### src/hw/mc_log_pkg.sv
// package: offsets, field layout, codes and types of the bus machine-check log
package mc_log_pkg;
    // ---------------------------------------------------------------
    // register byte offsets on the apb slave
    // ---------------------------------------------------------------
    localparam logic [7:0] OFF_STAT_LO = 8'h00; // log word, bits 31:0
    localparam logic [7:0] OFF_STAT_HI = 8'h04; // log word, bits 63:32
    localparam logic [7:0] OFF_CTRL    = 8'h08; // bus ratio, log clear
    localparam logic [7:0] OFF_TMO     = 8'h0C; // time-out counter view
    localparam logic [7:0] OFF_IRQ_ST  = 8'h10; // sticky events, w1c
    localparam logic [7:0] OFF_IRQ_MSK = 8'h14; // interrupt mask
    // ---------------------------------------------------------------
    // status field positions
    // ---------------------------------------------------------------
    localparam int ARCH_LSB  = 0;  // arch_error_code 15:0
    localparam int MODEL_LSB = 16; // model detail 31:16
    localparam int BIT_REQP  = 16; // request phase parity
    localparam int BIT_HARDF = 20; // hard fail response
    localparam int BIT_RSPP  = 21; // response field parity
    localparam int BIT_DATP  = 22; // inbound data parity
    localparam int BIT_TMO   = 38; // retirement time-out
    localparam int BIT_HARD  = 42; // hard error response
    localparam int BIT_INTF  = 43; // internal failure
    localparam int CNT_LSB   = 47; // correctable count 56:47
    localparam int CNT_W     = 10; // count width
    // ---------------------------------------------------------------
    // error codes and defaults
    // ---------------------------------------------------------------
    localparam logic [15:0] CODE_INTERNAL = 16'h0400;
    localparam logic [15:0] CODE_BUS      = 16'h0E0F;
    localparam logic [63:0] STAT_RESET    = 64'h0000_0000_0000_0000;
    localparam logic [1:0]  RATIO_RESET   = 2'h1; // 1=1:2 2=1:3 3=1:4
    localparam int PRESCALE_DIV = 128; // bus clocks per timer step
    localparam int TIMER_W      = 8;   // prescale timer width
    localparam int TMO_W        = 23;  // time-out counter width
    localparam int EVT_N        = 5;   // interrupt event count
    // ---------------------------------------------------------------
    // event carrier
    // ---------------------------------------------------------------
    typedef struct packed {
        logic reqPar;   // request phase parity
        logic hardFail; // hard fail response, local transaction
        logic rspPar;   // response field parity
        logic dataPar;  // inbound data parity
        logic corr;     // correctable event
    } busEvt_t;
endpackage : mc_log_pkg

### src/hw/bus_mc_log.sv
// module: machine-check log bank for shared cache and system bus errors
`timescale 1ns/1ps
`default_nettype none
// What this block does
// RULE1 - prescale timer steps every 128 bus clocks
// RULE2 - bus clock is core over 2, 3, 4
// RULE3 - timer carry adds one to time-out counter
// RULE4 - time-out flag locks the logged entry
// RULE5 - bit 42 hard error, locks entry
// RULE6 - bit 43 internal failure, locks entry
// RULE7 - bank 4 status is main log
// RULE8 - correctable count lives in bits 56:32; code keeps a 10-bit count in 56:47
// RULE9 - internal error code is 0x0400
// RULE10 - bus error code is 0x0E0F
// RULE11 - reserved bus codes never produced
// RULE12 - detail in 31:16, type in 15:0
// RULE13 - bit 16 request phase parity
// RULE14 - bit 20 hard fail response
// RULE15 - bit 21 response field parity
// RULE16 - bit 22 inbound data parity
// RULE17 - 23-bit counter, carry means time-out
// RULE18 - clear counter on retire/exception/reset/init
// RULE19 - reserved bits read zero, ignore writes
module bus_mc_log #(
    parameter int PRESCALE = mc_log_pkg::PRESCALE_DIV, // bus clocks per step
    parameter int TIMER_W  = mc_log_pkg::TIMER_W,      // prescale timer bits
    parameter int TMO_W    = mc_log_pkg::TMO_W         // time-out counter bits
) (
    input  wire logic        clock,
    input  wire logic        nrst,
    input  wire logic        psel,
    input  wire logic        penable,
    input  wire logic        pwrite,
    input  wire logic [7:0]  paddr,
    input  wire logic [31:0] pwdata,
    output logic [31:0]      prdata,
    output logic             pready,
    output logic             pslverr,
    input  wire logic        instrRetired,
    input  wire logic        exceptionSeen,
    input  wire logic        internalFault,
    input  wire logic        busInitIn,
    input  wire logic        reqParPin,
    input  wire logic        hardFailPin,
    input  wire logic        rspParPin,
    input  wire logic        dataParPin,
    input  wire logic        corrPin,
    output logic             busClockOut,
    output logic             internalFailureOut,
    output logic             busInitSignal,
    output logic             irq
);
    // ---------------------------------------------------------------
    // address decode
    // ---------------------------------------------------------------
    // true when the byte address hits the given register
    function automatic logic hit(input logic [7:0] a, input logic [7:0] off);
        hit = (a == off);
    endfunction : hit

    // ---------------------------------------------------------------
    // pin synchronisers
    // ---------------------------------------------------------------
    localparam int PIN_N = 6;            // pins from other bus agents
    logic [PIN_N-1:0] pinRaw;            // raw pins
    logic [PIN_N-1:0] sync1_r;           // first stage, read by stage two only
    logic [PIN_N-1:0] sync2_r;           // safe levels
    logic [PIN_N-1:0] prev_r;            // previous safe level
    logic [PIN_N-1:0] rise;              // rising edge pulses
    assign pinRaw = {busInitIn, corrPin, dataParPin, rspParPin, hardFailPin, reqParPin};

    genvar g;
    generate
        for (g = 0; g < PIN_N; g++) begin : gSync
            // two flops, then edge detect on the safe stage
            always_ff @(posedge clock or negedge nrst) begin
                if (!nrst) begin
                    sync1_r[g] <= 1'b0;
                    sync2_r[g] <= 1'b0;
                    prev_r[g]  <= 1'b0;
                end else begin
                    sync1_r[g] <= pinRaw[g];
                    sync2_r[g] <= sync1_r[g];
                    prev_r[g]  <= sync2_r[g];
                end
            end
            assign rise[g] = sync2_r[g] & ~prev_r[g];
        end
    endgenerate

    mc_log_pkg::busEvt_t evt;            // bus events, one pulse each
    logic                busInitEvt;     // bus init seen from outside
    assign evt.reqPar   = rise[0];
    assign evt.hardFail = rise[1];
    assign evt.rspPar   = rise[2];
    assign evt.dataPar  = rise[3];
    assign evt.corr     = rise[4];
    assign busInitEvt   = rise[5];

    // ---------------------------------------------------------------
    // control register
    // ---------------------------------------------------------------
    logic [1:0] ratio_r;                 // bus clock ratio select
    logic       wrAcc;                   // write takes effect now
    logic       rdSetup;                 // setup cycle of any access
    assign wrAcc   = psel & penable & pready & pwrite;
    assign rdSetup = psel & ~penable;

    // ratio write; 0 is not a legal ratio and is ignored
    always_ff @(posedge clock or negedge nrst) begin
        if (!nrst) begin
            ratio_r <= mc_log_pkg::RATIO_RESET;
        end else if (wrAcc && hit(paddr, mc_log_pkg::OFF_CTRL) && pwdata[1:0] != 2'h0) begin
            ratio_r <= pwdata[1:0];
        end
    end

    // ---------------------------------------------------------------
    // bus clock divider
    // ---------------------------------------------------------------
    logic [1:0] divCnt_r;                // core clocks into this bus clock
    logic [1:0] divTop;                  // last count of a bus period
    logic       busTick;                 // one pulse per bus clock
    assign divTop  = ratio_r;            // 1:2 -> 0..1, 1:3 -> 0..2, 1:4 -> 0..3
    assign busTick = (divCnt_r >= divTop);

    // divide core clock, high for one core clock of each period
    always_ff @(posedge clock or negedge nrst) begin
        if (!nrst) begin
            divCnt_r    <= 2'h0;
            busClockOut <= 1'b0;
        end else begin
            divCnt_r    <= busTick ? 2'h0 : divCnt_r + 2'h1; // RULE2
            busClockOut <= busTick;      // ratios other than 1:2 give uneven duty, accepted
        end
    end

    // ---------------------------------------------------------------
    // prescaler and retirement time-out
    // ---------------------------------------------------------------
    localparam int PRE_W = $clog2(PRESCALE);
    logic [PRE_W-1:0]   pre_r;           // bus clocks toward one step
    logic [TIMER_W-1:0] timer_r;         // prescale timer
    logic [TMO_W-1:0]   tmo_r;           // time-out counter
    logic               step;            // timer advances
    logic               timerCarry;      // carry out of the timer
    logic               tmoCarry;        // carry out of the counter
    logic               tmoClear;        // counter clear causes
    assign step       = busTick && (pre_r == PRE_W'(PRESCALE - 1));
    assign timerCarry = step && (&timer_r);
    assign tmoCarry   = timerCarry && (&tmo_r);
    assign tmoClear   = instrRetired | exceptionSeen | busInitEvt | busInitSignal; // RULE18

    // prescaler and timer run free from reset
    always_ff @(posedge clock or negedge nrst) begin
        if (!nrst) begin
            pre_r   <= '0;
            timer_r <= '0;
        end else begin
            if (busTick) begin
                pre_r <= step ? '0 : pre_r + PRE_W'(1); // RULE1
            end
            if (step) begin
                timer_r <= timer_r + TIMER_W'(1);         // RULE1
            end
        end
    end

    // counter: clears win over the carry, reset clears it too
    always_ff @(posedge clock or negedge nrst) begin
        if (!nrst) begin
            tmo_r <= '0;                 // RULE18
        end else if (tmoClear) begin
            tmo_r <= '0;                 // RULE18
        end else if (timerCarry) begin
            tmo_r <= tmo_r + TMO_W'(1);  // RULE3 RULE17
        end
    end

    // bus init pulse driven on time-out, also restarts counting
    always_ff @(posedge clock or negedge nrst) begin
        if (!nrst) begin
            busInitSignal <= 1'b0;
        end else begin
            busInitSignal <= tmoCarry && !tmoClear; // RULE17
        end
    end

    // ---------------------------------------------------------------
    // internal failure pin
    // ---------------------------------------------------------------
    logic logClear;                      // software clears the log
    assign logClear = wrAcc && hit(paddr, mc_log_pkg::OFF_CTRL) && pwdata[8];

    // pin holds from the fault until software clears the log
    always_ff @(posedge clock or negedge nrst) begin
        if (!nrst) begin
            internalFailureOut <= 1'b0;
        end else if (internalFault) begin
            internalFailureOut <= 1'b1;
        end else if (logClear) begin
            internalFailureOut <= 1'b0;
        end
    end

    // ---------------------------------------------------------------
    // status log
    // ---------------------------------------------------------------
    logic [63:0] stat_r;                 // cache_bus_error_status
    logic [63:0] stat_nxt;               // next log value
    logic        locked;                 // entry may not be overwritten
    logic        busErr;                 // any bus or interconnect error
    logic        intfNow;                // fault seen as pin goes active
    localparam int CNT_W_L = mc_log_pkg::CNT_W;
    logic [CNT_W_L-1:0] cnt;             // correctable count view
    assign intfNow = internalFault & ~internalFailureOut;
    assign busErr  = evt.reqPar | evt.hardFail | evt.rspPar | evt.dataPar;
    assign locked  = stat_r[mc_log_pkg::BIT_TMO] | stat_r[mc_log_pkg::BIT_HARD]
                   | stat_r[mc_log_pkg::BIT_INTF]; // RULE4 RULE5 RULE6
    assign cnt     = stat_r[mc_log_pkg::CNT_LSB +: CNT_W_L];

    // next value: internal failure over time-out over bus errors
    always_comb begin
        stat_nxt = stat_r;
        if (!locked) begin
            if (intfNow) begin
                stat_nxt = mc_log_pkg::STAT_RESET;
                stat_nxt[15:0] = mc_log_pkg::CODE_INTERNAL;           // RULE9 RULE12
                stat_nxt[mc_log_pkg::BIT_INTF] = 1'b1;                // RULE6
            end else if (busInitSignal) begin
                stat_nxt = mc_log_pkg::STAT_RESET;
                stat_nxt[15:0] = mc_log_pkg::CODE_INTERNAL;           // RULE9
                stat_nxt[mc_log_pkg::BIT_TMO] = 1'b1;                 // RULE4
            end else if (busErr) begin
                stat_nxt = mc_log_pkg::STAT_RESET;
                stat_nxt[15:0] = mc_log_pkg::CODE_BUS;                // RULE10 RULE11 RULE7
                stat_nxt[mc_log_pkg::BIT_REQP]  = evt.reqPar;         // RULE13
                stat_nxt[mc_log_pkg::BIT_HARDF] = evt.hardFail;       // RULE14
                stat_nxt[mc_log_pkg::BIT_RSPP]  = evt.rspPar;         // RULE15
                stat_nxt[mc_log_pkg::BIT_DATP]  = evt.dataPar;        // RULE16
                stat_nxt[mc_log_pkg::BIT_HARD]  = evt.hardFail;       // RULE5
            end
        end
        // the count survives a new entry and saturates
        stat_nxt[mc_log_pkg::CNT_LSB +: CNT_W_L] = cnt + CNT_W_L'(evt.corr && !(&cnt)); // RULE8
        if (logClear) begin
            stat_nxt = mc_log_pkg::STAT_RESET;
        end
    end

    // log register; only defined fields can ever become set
    always_ff @(posedge clock or negedge nrst) begin
        if (!nrst) begin
            stat_r <= mc_log_pkg::STAT_RESET;
        end else begin
            stat_r <= stat_nxt;          // RULE19
        end
    end

    // ---------------------------------------------------------------
    // interrupts
    // ---------------------------------------------------------------
    localparam int EN = mc_log_pkg::EVT_N;
    logic [EN-1:0] irqSt_r;              // sticky events
    logic [EN-1:0] irqMsk_r;             // enables
    logic [EN-1:0] irqSet;               // new events
    logic [EN-1:0] irqClr;               // software clears
    assign irqSet = {evt.corr, busErr, intfNow, busInitSignal, evt.hardFail};
    assign irqClr = (wrAcc && hit(paddr, mc_log_pkg::OFF_IRQ_ST)) ? pwdata[EN-1:0] : '0;

    // set wins over a clear in the same cycle
    always_ff @(posedge clock or negedge nrst) begin
        if (!nrst) begin
            irqSt_r <= '0;
        end else begin
            irqSt_r <= (irqSt_r & ~irqClr) | irqSet;
        end
    end

    // mask register
    always_ff @(posedge clock or negedge nrst) begin
        if (!nrst) begin
            irqMsk_r <= '0;
        end else if (wrAcc && hit(paddr, mc_log_pkg::OFF_IRQ_MSK)) begin
            irqMsk_r <= pwdata[EN-1:0];
        end
    end

    // level output from a flop, one cycle behind the status
    always_ff @(posedge clock or negedge nrst) begin
        if (!nrst) begin
            irq <= 1'b0;
        end else begin
            irq <= |(irqSt_r & irqMsk_r);
        end
    end

    // ---------------------------------------------------------------
    // apb read path
    // ---------------------------------------------------------------
    logic [31:0] rdMux;                  // read data for the address
    logic        mapped;                 // address is a register

    // reserved bits come through as zero
    always_comb begin
        rdMux  = 32'h0000_0000;
        mapped = 1'b1;
        if (hit(paddr, mc_log_pkg::OFF_STAT_LO)) begin
            rdMux = stat_r[31:0];
        end else if (hit(paddr, mc_log_pkg::OFF_STAT_HI)) begin
            rdMux = stat_r[63:32];      // RULE19
        end else if (hit(paddr, mc_log_pkg::OFF_CTRL)) begin
            rdMux[1:0] = ratio_r;
        end else if (hit(paddr, mc_log_pkg::OFF_TMO)) begin
            rdMux[TMO_W-1:0] = tmo_r;
        end else if (hit(paddr, mc_log_pkg::OFF_IRQ_ST)) begin
            rdMux[EN-1:0] = irqSt_r;
        end else if (hit(paddr, mc_log_pkg::OFF_IRQ_MSK)) begin
            rdMux[EN-1:0] = irqMsk_r;
        end else begin
            mapped = 1'b0;
        end
    end

    // no wait states: data and ready registered in the setup cycle
    always_ff @(posedge clock or negedge nrst) begin
        if (!nrst) begin
            prdata  <= 32'h0000_0000;
            pready  <= 1'b0;
            pslverr <= 1'b0;
        end else begin
            pready  <= rdSetup;
            pslverr <= rdSetup && !mapped;
            prdata  <= (rdSetup && !pwrite) ? rdMux : 32'h0000_0000;
        end
    end
endmodule : bus_mc_log
`default_nettype wire

### config.mk
export PLATFORM = sky130hd
export DESIGN_NAME = bus_mc_log
export DESIGN_NICKNAME = d
export VERILOG_FILES = /design/src/hw/mc_log_pkg.sv /design/src/hw/bus_mc_log.sv
export SDC_FILE = /design/constraint.sdc
export NUM_CORES = 1
export LEC_CHECK = 0
export ABC_AREA = 1
export BUFFER_PORTS_ARGS = -buffer_cell sky130_fd_sc_hd__buf_2
export CAP_MARGIN = 30
export CORE_MARGIN = 2
export CORE_UTILIZATION = 50
export CTS_CLUSTER_DIAMETER = 50
export DETAILED_ROUTE_END_ITERATION = 16
export GPL_ROUTABILITY_DRIVEN = 0
export MAX_ROUTING_LAYER = met4
export PLACE_DENSITY_LB_ADDON = 0.3
export SLEW_MARGIN = 20
export SYNTH_ARGS = -nofsm -noshare
export SYNTH_HDL_FRONTEND = slang
export SYNTH_SLANG_ARGS = --single-unit
### constraint.sdc
create_clock -name clock -period 3.7 [get_ports clock]
set_clock_uncertainty 0.1 [all_clocks]
set_input_delay 0.37 -clock clock [delete_from_list [all_inputs] [get_ports clock]]
set_output_delay 0.37 -clock clock [all_outputs]
set_load 0.1 [all_outputs]
# Yosys cells after proc, flatten, opt, wreduce, memory -nomap -nowiden
# Index checks and enable logic that the tools add are counted.
totals:
  register_bits: 172
  in_bits: 54
  output_inout_bits: 38
  word_cells: 132
classes:
  addsub: 5
  n_lt_le_gt_ge: 1
  n_eq_ne: 7
  muxes: 28
  n_bitwise: 31
  n_reduce_logical: 26
ops:
  columns: ["op", "count"]
  rows:
  - ["64-bit two-way mux", 5]
  - ["23-bit two-way mux", 3]
  - ["32-bit two-way mux", 2]
  - ["23-bit by 1-bit adder with 23-bit output, second input constant", 1]
  - ["23-bit AND reduction", 1]
  - ["21-bit two-way mux", 1]
  - ["5-bit two-way mux", 4]
  - ["18-bit two-way mux", 1]
  - ["8-bit by 4-bit equality test with 1-bit output, second input constant", 2]
  - ["8-bit by 5-bit equality test with 1-bit output, second input constant", 2]
  - ["1-bit logical AND", 12]
  - ["1-bit bitwise AND", 11]
  - ["10-bit by 1-bit adder with 10-bit output", 1]
  - ["5-bit bitwise AND", 2]
  - ["10-bit AND reduction", 1]
  - ["9-bit two-way mux", 1]
  - ["8-bit by 1-bit adder with 8-bit output, second input constant", 1]
  - ["8-bit by 3-bit equality test with 1-bit output, second input constant", 1]
  - ["8-bit zero test", 1]
  - ["1-bit two-way mux", 8]
  - ["1-bit NOT", 8]
  - ["1-bit bitwise OR", 8]
  - ["8-bit AND reduction", 1]
  - ["7-bit by 1-bit adder with 7-bit output, second input constant", 1]
  - ["13 further kinds", 19]

# Longest topological paths before layout
depth:
  depth_word: 10
  ltp_mapped: 12
  ltp_nobuf: 12

# Worst setup path before layout
# Ideal clock, no wire load.
synth_timing:
  path_kind: "register to register"
  from: "reg internalFailureOut"
  to: "reg stat_r[42]"
  setup_time_ns: 0.116
  arrival_ns: 1.781
  t_required_ns: 3.484
  path_slack_ns: 1.703
  path_stages_with_launch: 8
  n_path_buf: 0
  period_less_slack_ns: 1.997
  cell_sequence: "dfrtp_1 > inv_1 > nand2_1 > nand2_1 > o21ai_0 > nor2_1 > nand2_1 > nand2_1"
synth_between:
  elab_chain_cells: 5
  elab_cells_between_ends: 7
  cone_classes: "3 x mux; 2 x bitwise; 2 x reduce/logical"
synth_lines:
  columns: ["item", "line", "text"]
  rows:
  - ["start, declared", "bus_mc_log.sv:49", "output logic internalFailureOut,"]
  - ["start signal, assigned", "bus_mc_log.sv:198", "internalFailureOut <= 1'b0;"]
  - ["start signal, assigned", "bus_mc_log.sv:200", "internalFailureOut <= 1'b1;"]
  - ["start signal, assigned", "bus_mc_log.sv:202", "internalFailureOut <= 1'b0;"]
  - ["1-bit NOT (*)", "bus_mc_log.sv:216", "assign intfNow = internalFault & ~internalFailureOut;"]
  - ["1-bit bitwise AND (*)", "bus_mc_log.sv:216", null]
  - ["64-bit two-way mux", "bus_mc_log.sv:226", "if (intfNow) begin"]
  - ["64-bit two-way mux", "bus_mc_log.sv:225", "if (!locked) begin"]
  - ["64-bit two-way mux", "bus_mc_log.sv:246", "if (logClear) begin"]
  - ["end signal, assigned", "bus_mc_log.sv:254", "stat_r <= mc_log_pkg::STAT_RESET;"]
  - ["end signal, assigned", "bus_mc_log.sv:256", "stat_r <= stat_nxt;"]
  - ["end, declared", "bus_mc_log.sv:209", "logic [63:0] stat_r;"]
# Mark *: on every way between the ends. The rest lies on a longest branch, timed or not. The select of a mux whose other input is x is not followed.
# A chain may end at the register's enable or synchronous reset.

# Worst setup path after layout
layout_timing:
  from: "reg ratio_r[0], in the netlist divTop[0]"
  to: "reg tmo_r[16]"
layout_between:
  elab_chain_cells: 4
layout_lines:
  columns: ["item", "line", "text"]
  rows:
  - ["start, declared", "bus_mc_log.sv:103", "logic [1:0] ratio_r;"]
  - ["start signal, assigned", "bus_mc_log.sv:112", "ratio_r <= mc_log_pkg::RATIO_RESET;"]
  - ["start signal, assigned", "bus_mc_log.sv:114", "ratio_r <= pwdata[1:0];"]
  - ["2-bit greater-or-equal comparator", "bus_mc_log.sv:125", "assign busTick = (divCnt_r >= divTop);"]
  - ["1-bit logical AND", "bus_mc_log.sv:149", "assign step = busTick && (pre_r == PRE_W'(PRESCALE - 1));"]
  - ["1-bit logical AND", "bus_mc_log.sv:150", "assign timerCarry = step && (&timer_r);"]
  - ["2-bit nonzero test (no source line)", null, null]
  - ["end signal, assigned", "bus_mc_log.sv:176", "tmo_r <= tmo_r + TMO_W'(1);"]
  - ["end, declared", "bus_mc_log.sv:144", "logic [TMO_W-1:0] tmo_r;"]
# No other way between the ends.

==> qor.txt <==
Status - finished clean
Slew Limit Headroom - 51.5%
Initial core utilization - 50.6%
Row cnt - 39
Total negative slack - 0 ps
Worst slack, placed - 1300 ps
Reg clk slew, reported paths - 50 ps
Global-route usage over all layers - 23.0%
Fin crit share - 64.9%
CP Class - reg2reg
CP required - 3870 ps
Post-CTS setup repair buffer count - 0
Largest net degree at the start of global routing - 45
Vias in the first global route - 4553
Total gr overflow - 0
Resized Gates After CTS - 0
Power per Cell Area - 494 nW/um^2
Setup ws final - 1300 ps
Unrepaired setup endpoints after global routing - no
Arr. time, crit path - 2570 ps
CTS Sinks - 120
Post-synthesis mux area share - 0%
Crit path launch type - flip-flop
Fin Hold WS - 66.5 ps
Initial antenna violation count - 0
Pre-antenna DRT Iters - 6
DRT iter0 DRCs - 293
Synthesis Warnings - 0
Slew @ Worst Pin - 726 ps
Area share of and/or/nand/nor cells after synthesis - 29.2%
DRC violations left - 0
Die ar. - 12300 um^2
Total wire length - 13000 um
CTS Root Cell - clkbuf_16
Mean post-synth cell area - 8.31 um^2
Fill count - 984
Seq/Total Area, Yosys - 52.7%
Fin. Hold Viols - 0
Layout cells sized above 1 - 16.3%
Max VDD drop - 0.432 mV
Adder-cell share of the synthesized area - 1.76%
Syn_nets - 748
Routed Antenna Nets - 0
Fin cells - 920
Pins Over Slew Limit - 0
Via-to-Cell Ratio - 5.18
Placed Instances - 881
IO Count - 92
First-pass GRT wire length - 21800 um
Core Util, Final - 60.1%
Total CTS buffers - 17
Die Span Y - 111 um
Post-synthesis register bit count - 120
CP Max Fanout - 32
Wirelength per Cell - 14.2 um
Total Nets Final - 826
Final Cell Area - 6780 um^2
# port buffers - 65
Compound-Gate Fraction of Synth Area - 6.47%
H-tree Lvls - 4
Post-layout min period - 2400 ps
XOR/XNOR share of the synthesized area - 2.61%
Area after DPL - 6120 um^2
Synthesized area - 5700 um^2
Unique cell type count in the Yosys netlist - 38
Main combinational cell family by area after synthesis - simple AND/OR/NAND/NOR gates
Final Power - 3.35 mW
Min-delay worst type - in2reg
DIE WIDTH - 111 um
Syn-to-layout area delta - 18.8%
Area of the core - 11300 um^2
Syn Inst Count - 686
DP HPWL - 9150 um
Clk buf depth - 2
Via Count - 4761
Maximum Capacitance Violations - 0
Ant. Diodes - 0
Max Fclk - 0.417 GHz
CTS tree - done
Final setup fails - 0
Worst setup EP type - flip-flop
Worst skew pair latency - 420 ps
LEAKAGE - 3.44 nW
cells by family after synthesis:
| kind of cell | after synthesis |
|---|---|
| other | 1 |
| and+or+nand+nor | 377 |
| buffers and inverters | 95 |
| DFF | 120 |
| adders and majority gates | 8 |
| xor gates and xnor gates | 17 |
| AOI/OAI and AO/OA | 68 |
layout by cell type, fill, tap and decap left out, types with 4 or more instances in the layout:
cell type	n
inv_1	73
nand3b_1	6
nor2_1	66
ha_1	8
nor2_4	5
xnor2_1	5
buf_2	64
o21ai_0	32
a21oi_1	17
or2_2	4
clkbuf_16	17
o21ai_1	8
nand3_1	52
nand2_1	204
dfrtp_1	119
clkinv_2	5
buf_4	6
nand4_1	16
inv_2	4
nor3_1	9
nor2_2	4
dlygate4sd3_1	7
xor2_1	12
registers in the layout (all words and copies together), names as in the netlist, 2 cells and up:
| signal | cells |
|---|---|
| divCnt_r | 2 |
| divTop | 2 |
| irqMsk_r | 5 |
| irqSt_r | 5 |
| prdata | 26 |
| pre_r | 7 |
| prev_r | 6 |
| stat_r | 18 |
| sync1_r | 6 |
| sync2_r | 6 |
| timer_r | 8 |
| tmo_r | 23 |
cells in the mapped netlist:
| library cell | n | area, um^2 |
|---|---|---|
| o21bai_1 | 3 | 22.5 |
| nor4_4 | 1 | 21.3 |
| inv_1 | 73 | 274 |
| clkbuf_1 | 2 | 7.51 |
| nand3b_1 | 6 | 45.0 |
| clkbuf_2 | 1 | 5.00 |
| xnor2_1 | 5 | 43.8 |
| nor4_1 | 2 | 12.5 |
| conb_1 | 1 | 3.75 |
| xor2_1 | 12 | 105 |
| o21ai_0 | 32 | 160 |
| a221oi_1 | 1 | 8.76 |
| buf_6 | 2 | 22.5 |
| o31ai_1 | 1 | 7.51 |
| inv_2 | 4 | 15.0 |
| nor3_4 | 1 | 16.3 |
| nand3_1 | 52 | 260 |
| a31oi_1 | 3 | 18.8 |
| ha_1 | 8 | 100 |
| dfstp_2 | 1 | 26.3 |
| and3_1 | 2 | 12.5 |
| buf_4 | 9 | 67.6 |
| or2_2 | 4 | 25.0 |
| a21oi_1 | 17 | 85.1 |
| dfrtp_1 | 119 | 2980 |
| nor3b_1 | 1 | 7.51 |
| nor2_1 | 66 | 248 |
| o21ai_2 | 1 | 8.76 |
| buf_2 | 4 | 20.0 |
| nand2_2 | 3 | 18.8 |
| nor2_4 | 5 | 56.3 |
| o21ai_1 | 8 | 40.0 |
| nor3_1 | 9 | 45.0 |
| a31o_2 | 2 | 17.5 |
| and2_1 | 1 | 6.26 |
| nand4_1 | 16 | 100 |
| nand2_1 | 204 | 766 |
| nor2_2 | 4 | 25.0 |
final cells by class:
class                           count  area, um^2  area share [%]
Clock buffer                       20         457            6.74
Clock inverter                     12         126            1.86
Inverter                           77         289            4.26
Multi-Input combinational cell    471        2290            33.7
Sequential cell                   120        3000            44.3
Tap cell                          143         179            2.64
Timing Repair Buffer               77         435            6.42
layer usage:
layer,up-vias,part of all wire (%),track usage (%)
li1,2347,-,-
met1,2236,44,29.4
met2,159,48,36.4
met3,19,6.2,6.12
met4,0,1.7,6.67
met5,-,0,-
worst paths after layout:
kind                            start  slack (ps)          to  depth (start not counted)
max                         divTop[0]        1300   tmo_r[16]                          8
min                           penable          70      pready                          2
max reg2reg                 divTop[0]        1300   tmo_r[16]                          8
min reg2reg                sync1_r[5]         250  sync2_r[5]                          0
max in group asynchronous        nrst        2210   divTop[0]                          3
min in group asynchronous        nrst         380  timer_r[6]                          2
worst max-delay path, cell delays in order, from the launching register on:
cell and delay [ps]:
dfstp_2 540, ha_1 230, nand2_1 60, nand3_1 70, buf_4 180, nand2_2 230
nor3_4 70, nor2_4 570, o21ai_0 190
power by group:
group	switching, mW	total (mW)	internal (mW)
Clock	0.594	1.61	1.02
Combinational	0.183	0.272	0.0898
Sequential	0.0715	1.46	1.39
repair_timing:
action,CTS,global route
endpoints found under the hold margin,48,0
endpoints found under the setup margin,0,0
hold buffers,7,0
(Power assumes the default switching activity.)
